==> config.mk <==
export PLATFORM = sky130hd
export DESIGN_NAME = rwk_power_on
export DESIGN_NICKNAME = d
export VERILOG_FILES = /design/src/hdl/rwk_power_on.v
export VERILOG_INCLUDE_DIRS = /design/src /design/src/inc
export SDC_FILE = /design/constraint.sdc
export NUM_CORES = 1
export LEC_CHECK = 0
export BUFFER_PORTS_ARGS = -buffer_cell sky130_fd_sc_hd__buf_2
export CORE_MARGIN = 5
export CORE_UTILIZATION = 55
export CTS_BUF_LIST = sky130_fd_sc_hd__clkbuf_8
export DETAILED_ROUTE_END_ITERATION = 10
export PLACE_DENSITY_LB_ADDON = 0.3
export SYNTH_ARGS = -nofsm -noshare
export SYNTH_HDL_FRONTEND = slang
export SYNTH_SLANG_ARGS = --single-unit
==> constraint.sdc <==
create_clock -name core_clk -period 2.6 [get_ports core_clk]
set_input_delay 0 -clock core_clk [delete_from_list [all_inputs] [get_ports core_clk]]
set_output_delay 0 -clock core_clk [all_outputs]
set_load 0.02 [all_outputs]
==> src/inc/rwk_defines.vh <==
/*
 * Register indices, field positions and reset values of the
 * wake-up / kickstart power-on block.
 * Assumes byte address = index * 4 on a 32-bit AXI4-Lite bus.
 */
`ifndef RWK_DEFINES_VH
`define RWK_DEFINES_VH

// ----------------------------------------------------------------
// Register indices
// ----------------------------------------------------------------
`define RWK_IDX_SEC_ALARM   8'h01
`define RWK_IDX_MIN_ALARM   8'h03
`define RWK_IDX_HOUR_ALARM  8'h05
`define RWK_IDX_CTRL_A      8'h0A
`define RWK_IDX_CTRL_B      8'h0B
`define RWK_IDX_DATE_ALARM  8'h49
`define RWK_IDX_EVT_FLAGS   8'h4A
`define RWK_IDX_EVT_ENABLES 8'h4B
`define RWK_IDX_KICK_SEL    8'h50
`define RWK_IDX_KICK_WIDTH  8'h51
`define RWK_IDX_INT_STATUS  8'h52
`define RWK_IDX_INT_MASK    8'h53

// ----------------------------------------------------------------
// Field positions
// ----------------------------------------------------------------
`define RWK_BIT_KICK        0
`define RWK_BIT_WAKE        1
`define RWK_BIT_PWR_UP      2
`define RWK_BIT_POWER_OFF   7
`define RWK_DV_HI           6
`define RWK_DV_LO           5
`define RWK_DV_RUNNING      2'h1

// ----------------------------------------------------------------
// Reset values and bus answers
// ----------------------------------------------------------------
`define RWK_RST_ZERO        8'h00
`define RWK_RST_CTRL_A      8'h20
`define RWK_RST_ENABLES     8'h80
`define RWK_RST_KICK_WIDTH  8'h04
`define RWK_RESP_OKAY       2'h0
`define RWK_RESP_SLVERR     2'h2
`define RWK_NUM_SRC         4

`endif

==> src/hdl/rwk_power_on.v <==
/*
 * Battery-backed power-on control: date/time wake-up and pin kickstart
 * drive an open-drain power-on request and the RTC interrupt.
 * Assumes current time bytes come from the RTC counter on core_clk,
 * kick pins and vcc_present are asynchronous, registers via AXI4-Lite.
 */
`timescale 1ns/10ps
`include "rwk_defines.vh"

// Notes on behaviour
// - On battery only, requests need oscillator running and divider select 01X.
// - Wake-up enable bit in the 0x4B register turns date/time wake-up on or off.
// - Kickstart enable bit in the same register gates kickstart likewise.
// - Wake-up compares date, hours, minutes, seconds against the four alarm bytes.
// - Ordinary alarm interrupt enable has no effect on wake-up.
// - Full date/time match with wake-up enabled pulls the request low.
// - Wake-up match sets the wake-up flag at 0x4A.
// - Kickstart enable gates both kickstart request and its interrupt.
// - Four kickstart sources, each with its own select bit, 1 enables.
// - Enabled source low for minimum width pulls the request low.
// - Qualified kickstart sets the kickstart flag at 0x4A.
// - Successful power-on clears power-off bit; request held while it is 0.
// - Software writes 1 to power-off bit; request is then released.
// - Flags clear by writing zeroes; interrupt drops when nothing pending.
// - With power present, a set flag with its enable raises the interrupt.
module rwk_power_on #(
  parameter ADDR_W = 12,
  parameter OSC_DIV = 3052
) (
  input wire core_clk,
  input wire rst_b,
  input wire [ADDR_W-1:0] s_axi_awaddr,
  input wire s_axi_awvalid,
  output wire s_axi_awready,
  input wire [31:0] s_axi_wdata,
  input wire [3:0] s_axi_wstrb,
  input wire s_axi_wvalid,
  output wire s_axi_wready,
  output reg [1:0] s_axi_bresp,
  output reg s_axi_bvalid,
  input wire s_axi_bready,
  input wire [ADDR_W-1:0] s_axi_araddr,
  input wire s_axi_arvalid,
  output wire s_axi_arready,
  output reg [31:0] s_axi_rdata,
  output reg [1:0] s_axi_rresp,
  output reg s_axi_rvalid,
  input wire s_axi_rready,
  input wire [7:0] cur_date,
  input wire [7:0] cur_hours,
  input wire [7:0] cur_minutes,
  input wire [7:0] cur_seconds,
  input wire osc_running,
  input wire vcc_present,
  input wire kbc_port_kick_pin,
  input wire uart_a_ring_in_n,
  input wire uart_b_ring_in_n,
  input wire infrared_receive_in,
  input wire other_rtc_irq,
  output wire power_on_request_n_o,
  output wire power_on_request_n_oe,
  output wire rtc_irq
);

  // --------------------------------------------------------------
  // Registers
  // --------------------------------------------------------------
  reg [7:0] sec_alarm_q;
  reg [7:0] min_alarm_q;
  reg [7:0] hour_alarm_q;
  reg [7:0] date_alarm_q;
  reg [7:0] ctrl_a_q;
  reg [7:0] ctrl_b_q;
  reg [7:0] enables_q;
  reg wakeup_flag_q;
  reg kickstart_flag_q;
  reg [`RWK_NUM_SRC-1:0] kick_sel_q;
  reg [7:0] kick_width_q;
  reg [2:0] int_status_q;
  reg [2:0] int_mask_q;

  wire wakeup_enable = enables_q[`RWK_BIT_WAKE];
  wire kickstart_enable = enables_q[`RWK_BIT_KICK];
  wire power_off_control = enables_q[`RWK_BIT_POWER_OFF];

  // --------------------------------------------------------------
  // Main power detect, three-stage synchroniser
  // --------------------------------------------------------------
  reg vcc_s1_q;
  reg vcc_s2_q;
  reg vcc_s3_q;
  reg vcc_ok_q;
  reg vcc_ok_prev_q;

  always @(posedge core_clk) begin
    if (!rst_b) begin
      vcc_s1_q <= 1'b0;
      vcc_s2_q <= 1'b0;
      vcc_s3_q <= 1'b0;
      vcc_ok_q <= 1'b0;
      vcc_ok_prev_q <= 1'b0;
    end else begin
      vcc_s1_q <= vcc_present;
      vcc_s2_q <= vcc_s1_q;
      vcc_s3_q <= vcc_s2_q;
      if (vcc_s2_q == vcc_s3_q) begin
        vcc_ok_q <= vcc_s3_q;
      end
      vcc_ok_prev_q <= vcc_ok_q;
    end
  end

  // --------------------------------------------------------------
  // Oscillator tick divider
  // --------------------------------------------------------------
  localparam integer OSC_LAST = OSC_DIV - 1;
  wire [31:0] osc_last_w = OSC_LAST;
  reg [15:0] div_cnt_q;
  wire osc_tick = (div_cnt_q == osc_last_w[15:0]);

  always @(posedge core_clk) begin
    if (!rst_b || osc_tick || !osc_running) begin
      div_cnt_q <= 16'h0000;
    end else begin
      div_cnt_q <= div_cnt_q + 16'h0001;
    end
  end

  // --------------------------------------------------------------
  // Arming: battery mode needs a running countdown chain
  // --------------------------------------------------------------
  wire dv_ok = osc_running &&
               (ctrl_a_q[`RWK_DV_HI:`RWK_DV_LO] == `RWK_DV_RUNNING);
  wire armed = vcc_ok_q || dv_ok;

  // --------------------------------------------------------------
  // Wake-up compare
  // --------------------------------------------------------------
  reg match_q;
  wire match = (cur_date == date_alarm_q) && (cur_hours == hour_alarm_q) &&
               (cur_minutes == min_alarm_q) && (cur_seconds == sec_alarm_q);
  // Alarm interrupt enable in control B deliberately not consulted
  wire wake_evt = match && !match_q && wakeup_enable && armed;

  always @(posedge core_clk) begin
    if (!rst_b) begin
      match_q <= 1'b0;
    end else begin
      match_q <= match;
    end
  end

  // --------------------------------------------------------------
  // Kickstart sources: sync, stable level, low-width qualifier
  // --------------------------------------------------------------
  wire [`RWK_NUM_SRC-1:0] src_pin = {infrared_receive_in, uart_b_ring_in_n,
                                     uart_a_ring_in_n, kbc_port_kick_pin};
  wire [`RWK_NUM_SRC-1:0] src_hit;

  genvar g;
  generate
    for (g = 0; g < `RWK_NUM_SRC; g = g + 1) begin : g_src
      reg s1_q;
      reg s2_q;
      reg s3_q;
      reg lvl_q;
      reg done_q;
      reg [7:0] cnt_q;
      always @(posedge core_clk) begin
        if (!rst_b) begin
          s1_q <= 1'b1;
          s2_q <= 1'b1;
          s3_q <= 1'b1;
          lvl_q <= 1'b1;
          done_q <= 1'b0;
          cnt_q <= `RWK_RST_ZERO;
        end else begin
          s1_q <= src_pin[g];
          s2_q <= s1_q;
          s3_q <= s2_q;
          if (s2_q == s3_q) begin
            lvl_q <= s3_q;
          end
          if (lvl_q) begin
            cnt_q <= `RWK_RST_ZERO;
            done_q <= 1'b0;
          end else begin
            if (osc_tick && cnt_q != kick_width_q) begin
              cnt_q <= cnt_q + 8'h01;
            end
            if (src_hit[g]) begin
              done_q <= 1'b1;
            end
          end
        end
      end
      // One hit per low period, once the low has lasted the width
      assign src_hit[g] = !lvl_q && !done_q && (cnt_q == kick_width_q);
    end
  endgenerate

  wire kick_evt = kickstart_enable && armed &&
                  (|(src_hit & kick_sel_q));

  // --------------------------------------------------------------
  // AXI4-Lite write channel
  // --------------------------------------------------------------
  reg aw_full_q;
  reg w_full_q;
  reg [ADDR_W-1:0] aw_addr_q;
  reg [31:0] w_data_q;
  reg [3:0] w_strb_q;

  assign s_axi_awready = !aw_full_q && !s_axi_bvalid;
  assign s_axi_wready = !w_full_q && !s_axi_bvalid;

  wire aw_have = aw_full_q || s_axi_awvalid;
  wire w_have = w_full_q || s_axi_wvalid;
  wire wr_go = aw_have && w_have && !s_axi_bvalid;
  wire [ADDR_W-1:0] wr_addr = aw_full_q ? aw_addr_q : s_axi_awaddr;
  wire [31:0] wr_data = w_full_q ? w_data_q : s_axi_wdata;
  wire [3:0] wr_strb = w_full_q ? w_strb_q : s_axi_wstrb;
  wire [7:0] wr_idx = wr_addr[9:2];
  wire [7:0] wb = wr_data[7:0];
  wire wr_en = wr_go && wr_strb[0];

  reg wr_hit;
  always @* begin
    case (wr_idx)
      `RWK_IDX_SEC_ALARM, `RWK_IDX_MIN_ALARM, `RWK_IDX_HOUR_ALARM,
      `RWK_IDX_CTRL_A, `RWK_IDX_CTRL_B, `RWK_IDX_DATE_ALARM,
      `RWK_IDX_EVT_FLAGS, `RWK_IDX_EVT_ENABLES, `RWK_IDX_KICK_SEL,
      `RWK_IDX_KICK_WIDTH, `RWK_IDX_INT_STATUS, `RWK_IDX_INT_MASK: wr_hit = 1'b1;
      default: wr_hit = 1'b0;
    endcase
  end

  always @(posedge core_clk) begin
    if (!rst_b) begin
      aw_full_q <= 1'b0;
      w_full_q <= 1'b0;
      aw_addr_q <= {ADDR_W{1'b0}};
      w_data_q <= 32'h00000000;
      w_strb_q <= 4'h0;
      s_axi_bvalid <= 1'b0;
      s_axi_bresp <= `RWK_RESP_OKAY;
    end else begin
      if (wr_go) begin
        aw_full_q <= 1'b0;
        w_full_q <= 1'b0;
        s_axi_bvalid <= 1'b1;
        s_axi_bresp <= wr_hit ? `RWK_RESP_OKAY : `RWK_RESP_SLVERR;
      end else begin
        if (s_axi_awvalid && s_axi_awready) begin
          aw_full_q <= 1'b1;
          aw_addr_q <= s_axi_awaddr;
        end
        if (s_axi_wvalid && s_axi_wready) begin
          w_full_q <= 1'b1;
          w_data_q <= s_axi_wdata;
          w_strb_q <= s_axi_wstrb;
        end
        if (s_axi_bvalid && s_axi_bready) begin
          s_axi_bvalid <= 1'b0;
        end
      end
    end
  end

  // --------------------------------------------------------------
  // Register storage and hardware events
  // --------------------------------------------------------------
  wire pwr_up_evt = vcc_ok_q && !vcc_ok_prev_q && !power_off_control;
  wire [2:0] evt_vec = {pwr_up_evt, wake_evt, kick_evt};
  wire is_flags_wr = wr_en && (wr_idx == `RWK_IDX_EVT_FLAGS);
  wire is_stat_wr = wr_en && (wr_idx == `RWK_IDX_INT_STATUS);
  wire is_enab_wr = wr_en && (wr_idx == `RWK_IDX_EVT_ENABLES);
  // A request pending at power rise, or any armed wake-up or kickstart event, holds the bit at 0
  wire clr_power_off = wake_evt || kick_evt || pwr_up_evt;

  always @(posedge core_clk) begin
    if (!rst_b) begin
      sec_alarm_q <= `RWK_RST_ZERO;
      min_alarm_q <= `RWK_RST_ZERO;
      hour_alarm_q <= `RWK_RST_ZERO;
      date_alarm_q <= `RWK_RST_ZERO;
      ctrl_a_q <= `RWK_RST_CTRL_A;
      ctrl_b_q <= `RWK_RST_ZERO;
      enables_q <= `RWK_RST_ENABLES;
      wakeup_flag_q <= 1'b0;
      kickstart_flag_q <= 1'b0;
      kick_sel_q <= {`RWK_NUM_SRC{1'b0}};
      kick_width_q <= `RWK_RST_KICK_WIDTH;
      int_status_q <= 3'h0;
      int_mask_q <= 3'h0;
    end else begin
      if (wr_en) begin
        case (wr_idx)
          `RWK_IDX_SEC_ALARM: sec_alarm_q <= wb;
          `RWK_IDX_MIN_ALARM: min_alarm_q <= wb;
          `RWK_IDX_HOUR_ALARM: hour_alarm_q <= wb;
          `RWK_IDX_DATE_ALARM: date_alarm_q <= wb;
          `RWK_IDX_CTRL_A: ctrl_a_q <= wb;
          `RWK_IDX_CTRL_B: ctrl_b_q <= wb;
          `RWK_IDX_KICK_SEL: kick_sel_q <= wb[`RWK_NUM_SRC-1:0];
          `RWK_IDX_KICK_WIDTH: kick_width_q <= wb;
          `RWK_IDX_INT_MASK: int_mask_q <= wb[2:0];
          default: ;
        endcase
      end
      // Enables; event clear of the power-off bit wins over a write
      if (is_enab_wr) begin
        enables_q <= wb;
      end
      if (clr_power_off) begin
        enables_q[`RWK_BIT_POWER_OFF] <= 1'b0;
      end
      // Flags: write 0 clears, write 1 keeps, set wins
      wakeup_flag_q <= wake_evt ||
                       (wakeup_flag_q && !(is_flags_wr && !wb[`RWK_BIT_WAKE]));
      kickstart_flag_q <= kick_evt ||
                          (kickstart_flag_q && !(is_flags_wr && !wb[`RWK_BIT_KICK]));
      // Sticky status, write 1 clears, set wins
      int_status_q <= evt_vec | (int_status_q & ~(is_stat_wr ? wb[2:0] : 3'h0));
    end
  end

  // --------------------------------------------------------------
  // AXI4-Lite read channel
  // --------------------------------------------------------------
  assign s_axi_arready = !s_axi_rvalid;
  wire [7:0] rd_idx = s_axi_araddr[9:2];
  reg [7:0] rd_byte;
  reg rd_hit;

  always @* begin
    rd_hit = 1'b1;
    case (rd_idx)
      `RWK_IDX_SEC_ALARM: rd_byte = sec_alarm_q;
      `RWK_IDX_MIN_ALARM: rd_byte = min_alarm_q;
      `RWK_IDX_HOUR_ALARM: rd_byte = hour_alarm_q;
      `RWK_IDX_DATE_ALARM: rd_byte = date_alarm_q;
      `RWK_IDX_CTRL_A: rd_byte = ctrl_a_q;
      `RWK_IDX_CTRL_B: rd_byte = ctrl_b_q;
      `RWK_IDX_EVT_FLAGS: rd_byte = {6'h00, wakeup_flag_q, kickstart_flag_q};
      `RWK_IDX_EVT_ENABLES: rd_byte = enables_q;
      `RWK_IDX_KICK_SEL: rd_byte = {4'h0, kick_sel_q};
      `RWK_IDX_KICK_WIDTH: rd_byte = kick_width_q;
      `RWK_IDX_INT_STATUS: rd_byte = {5'h00, int_status_q};
      `RWK_IDX_INT_MASK: rd_byte = {5'h00, int_mask_q};
      default: begin
        rd_byte = `RWK_RST_ZERO;
        rd_hit = 1'b0;
      end
    endcase
  end

  always @(posedge core_clk) begin
    if (!rst_b) begin
      s_axi_rvalid <= 1'b0;
      s_axi_rdata <= 32'h00000000;
      s_axi_rresp <= `RWK_RESP_OKAY;
    end else if (s_axi_arvalid && s_axi_arready) begin
      s_axi_rvalid <= 1'b1;
      s_axi_rdata <= {24'h000000, rd_byte};
      s_axi_rresp <= rd_hit ? `RWK_RESP_OKAY : `RWK_RESP_SLVERR;
    end else if (s_axi_rvalid && s_axi_rready) begin
      s_axi_rvalid <= 1'b0;
    end
  end

  // --------------------------------------------------------------
  // Outputs
  // --------------------------------------------------------------
  assign power_on_request_n_o = 1'b0;
  assign power_on_request_n_oe = !power_off_control;

  wire flag_irq = (wakeup_flag_q && wakeup_enable) ||
                  (kickstart_flag_q && kickstart_enable);
  assign rtc_irq = vcc_ok_q &&
                   (flag_irq || other_rtc_irq || (|(int_status_q & int_mask_q)));

endmodule // rwk_power_on

==> results_tabular.tex <==
\begin{tabular}{lr}
\hline
Metric & Value \\
\hline
\multicolumn{2}{l}{\textbf{Routing}} \\
\quad Overall routed net length & 21,800 um \\
\quad Total number of vias & 7,344 \\
\quad Starting DRC count in detailed routing & 578 \\
\quad Avg Vias per Cell & 5.53 \\
\quad Wire per inst & 16.4 um \\
\quad Final routed DRC violation total & 0 \\
\quad Final antenna-violating net count & 0 \\
\quad Detailed-router iteration count before antenna repair & 5 \\
\multicolumn{2}{l}{\textbf{Clock network}} \\
\quad Total clock buffers created by CTS & 17 \\
\quad Post-CTS setup repair buffer count & 0 \\
\quad \# H-tree levels & 4 \\
\quad Clock tree from TritonCTS & yes \\
\quad Number of clock sinks seen by CTS & 181 \\
\quad Total of hold buffers inserted after clock tree synthesis & 34 \\
\quad Maximum buffer depth of the clock tree & 2 \\
\quad Clock transition at the registers of the reported paths & 0.09 ns \\
\quad Number of instances resized during post-cts repair & 0 \\
\quad Buffer type at the clock tree root & clkbuf\_8 \\
\quad Worst skew pair latency & 0.48 ns \\
\multicolumn{2}{l}{\textbf{Pwr}} \\
\quad Internal cell power & 4.01 mW \\
\quad Power Dens Cells & 533 mW/mm2 \\
\quad Total leakage power & 4.16 nW \\
\quad Sw frac & 25.7\% \\
\quad Sw power & 1.38 mW \\
\quad Largest voltage drop on the vdd net & 399 uV \\
\quad Relative contribution of combinational cells to total power & 9.2\% \\
\quad Clock power frac & 38.3\% \\
\quad Part of the power in registers & 52.5\% \\
\multicolumn{2}{l}{\textbf{Global route}} \\
\quad Leftover overflow at the end of global routing & 0 \\
\quad Antenna violations before repair & 0 \\
\quad Global-route wire length before repair & 35,600 um \\
\quad Largest net degree at the start of global routing & 35 \\
\quad Via count of the first global-routing pass & 6,955 \\
\quad Tot GR Track Use & 24.0\% \\
\multicolumn{2}{l}{\textbf{STA}} \\
\quad RSZ-0062 raised after global routing & false \\
\quad Slew at the pin with the worst max-slew slack & 0.676 ns \\
\quad Maximum operating frequency & 448 MHz \\
\quad Final period utilization & 85.8\% \\
\quad Sum Neg Setup Slack & 0 ns \\
\quad Slew margin rel. & 54.9\% \\
\quad Skew final & 0.0146 ns \\
\quad Hold Vio Cnt, Final & 0 \\
\quad Time the worst path needs with I/O delays and setup & 2.23 ns \\
\quad Fin worst setup slack & 0.369 ns \\
\quad Slew Viols, Final & 0 \\
\quad Final count of negative-setup-slack endpoints & 0 \\
\multicolumn{2}{l}{\textbf{Synthesis}} \\
\quad Top FF cell, synth & dfxtp\_1 \\
\quad Mean area per synthesized cell & 8.90 um2 \\
\quad Number of synthesized register bits & 181 \\
\quad Number of warnings reported in the yosys synthesis log & 0 \\
\quad Count of unique library cells instantiated by Yosys & 65 \\
\quad FFs w/ async S/R, synth & 0\% \\
\quad Proportion of synthesized chip area in sequential cells & 41.0\% \\
\quad Synthesized netlist cell count & 993 \\
\quad Number of enable flip-flop cells after synthesis & 0 \\
\quad Mapped Area & 0.00884 mm2 \\
\multicolumn{2}{l}{\textbf{Place}} \\
\quad Global placer's final weighted congestion & 0.917 \\
\quad DP Wirelength & 15,400 um \\
\quad Port Buf Inserts & 87 \\
\quad Post-placement cell area & 0.00935 mm2 \\
\quad DP Worst Slack & 0.389 ns \\
\multicolumn{2}{l}{\textbf{Min path}} \\
\quad Origin of the worst min-delay path & cur\_seconds[4] \\
\quad Worst Hold Class & input pin to flip-flop \\
\multicolumn{2}{l}{\textbf{Critical path}} \\
\quad Worst setup SP type & flip-flop \\
\quad Beginning of the worst register-to-register path & div\_cnt\_q[12] \\
\quad Setup Crit Path Kind & flip-flop to flip-flop \\
\quad Data required, critical path & 2.97 ns \\
\quad Peak fanout along the critical path & 8 \\
\quad Internal reg-to-reg setup slack & 0.37 ns \\
\quad Data arrival time of the critical path & 2.60 ns \\
\quad Start point of the critical path & div\_cnt\_q[12] \\
\quad Endpoint type of the worst setup path & flip-flop \\
\multicolumn{2}{l}{\textbf{Layout}} \\
\quad Fill cell instance count of the final layout & 1,341 \\
\quad Share of layout cells above drive strength 1 & 15.6\% \\
\quad Number of antenna repair diodes & 0 \\
\quad Final core utilization & 64.0\% \\
\quad Final non-filler cell area & 0.0101 mm2 \\
\quad Area growth, synth to finish & 14.6\% \\
\quad Number of nets in the layout & 1,210 \\
\multicolumn{2}{l}{\textbf{Floorplan}} \\
\quad Num rows & 46 \\
\quad Top-level port count & 150 \\
\quad Height of the die & 137 um \\
\quad Core Box Area & 0.0158 mm2 \\
\quad Initial Utilization & 55.8\% \\
\quad Die outline width & 137 um \\
\quad Die Area & 0.0187 mm2 \\
\multicolumn{2}{l}{\textbf{Run}} \\
\quad Count of max-cap constraint violations & 0 \\
\multicolumn{2}{l}{\textbf{Outcome}} \\
\quad Run status & finished, final reports clean \\
\hline
\end{tabular}
cell usage in the layout, fill, tap and decap left out, types with 21 or more instances in the layout:
cell	n
nand4_1	27
xnor2_1	51
nand2_1	55
nor2_1	174
conb_1	27
o21ai_0	28
dfxtp_1	181
mux2i_1	81
a21oi_1	32
dlygate4sd3_1	34
xor2_1	57
nand3_1	21
buf_2	87
power groups by stage:
| stage | sequential [mW] | combinational (mW) | clock (mW) |
|---|---|---|---|
| 2_1_floorplan | 2.90 | 0.310 | 0 |
| 3_3_place_gp | 2.89 | 0.443 | 0 |
| 3_5_place_dp | 2.90 | 0.448 | 0 |
| 4_1_cts | 2.83 | 0.489 | 2.09 |
| 5_1_grt | 2.84 | 0.538 | 2.20 |
| 6_report | 2.83 | 0.497 | 2.06 |
routing by layer:
layer	share of wire, %	routed length [um]	global-route usage, %
met5	0	0	0
met4	2.2	485	8.34
met3	6.5	1420	4.38
met2	46	10100	39.2
met1	45	9800	31.9
final timing paths:
kind / end / cells past startpoint
setup / recovery: g_src[3].cnt_q[4] / 6
hold / removal: match_q / 5
setup reg to reg: g_src[3].cnt_q[4] / 6
hold reg to reg: g_src[1].s2_q / 1
Yosys cell counts, types with 6 or more instances:
| cell | instances | area [um2] |
|---|---|---|
| buf_4 | 30 | 225 |
| dfxtp_1 | 181 | 3620 |
| nand3_1 | 21 | 105 |
| nor3b_1 | 10 | 75.1 |
| nor3_1 | 20 | 100 |
| o21ai_0 | 28 | 140 |
| nand4_1 | 27 | 169 |
| nor2_1 | 174 | 653 |
| a22oi_1 | 6 | 45.0 |
| and2_1 | 7 | 43.8 |
| xnor2_1 | 51 | 447 |
| clkbuf_1 | 35 | 131 |
| nand2b_1 | 14 | 87.6 |
| nor4_1 | 11 | 68.8 |
| a21oi_1 | 32 | 160 |
| a31oi_1 | 6 | 37.5 |
| a211oi_1 | 13 | 97.6 |
| mux2i_1 | 81 | 811 |
| and3_1 | 11 | 68.8 |
| nand2_1 | 55 | 206 |
| nand3b_1 | 7 | 52.6 |
| mux2_2 | 17 | 191 |
| inv_1 | 12 | 45.0 |
| xor2_1 | 57 | 499 |
layout make-up:
| cell class | count | area [um2] | share of cell area (%) |
|---|---|---|---|
| multi-input cells | 748 | 4840 | 47.9 |
| flip-flops and latches | 181 | 3620 | 35.8 |
| repair buffers | 138 | 903 | 8.92 |
| well taps | 216 | 270 | 2.67 |
| clock buffers | 19 | 262 | 2.58 |
| clock inverters | 13 | 170 | 1.68 |
| inverters | 13 | 48.8 | 0.482 |
flip-flops by register name (all words and copies together) (netlist names), 8 cells and up:
register	count
div_cnt_q	16
ctrl_a_q	8
g_src.cnt_q	32
kick_width_q	8
w_data_q	8
date_alarm_q	8
min_alarm_q	8
s_axi_rdata	8
enables_q	8
hour_alarm_q	8
aw_addr_q	8
sec_alarm_q	8
ctrl_b_q	8
kinds of logic after synthesis:
group           Yosys count  share of synthesized area, %
flops                   181                          41.0
xor+xnor                108                          10.7
buf+inv                  90                          5.34
fa+ha+maj                 5                         0.708
mux                      99                          11.5
other cells               1                        0.0424
compound gates          127                          9.67
simple gates            382                          21.1
metrics by stage:
stage	total power [mW]	hold WS [ns]	instances
after floorplan	3.21	0.100	1019
after global placement	3.34	0.183	1262
after detailed placement	3.34	0.187	1262
after CTS	5.41	0.0359	1328
after global routing	5.57	0.0660	1328
final	5.39	0.0573	1328
worst max-delay path: stages (launching register included):
cell     delay (ns)
dfxtp_1        0.34
or3_1          0.37
or4_4          0.60
o21ba_1        0.43
nand4_1        0.17
xor2_1         0.17
nor2_1         0.05
(Power assumes the default switching activity.)
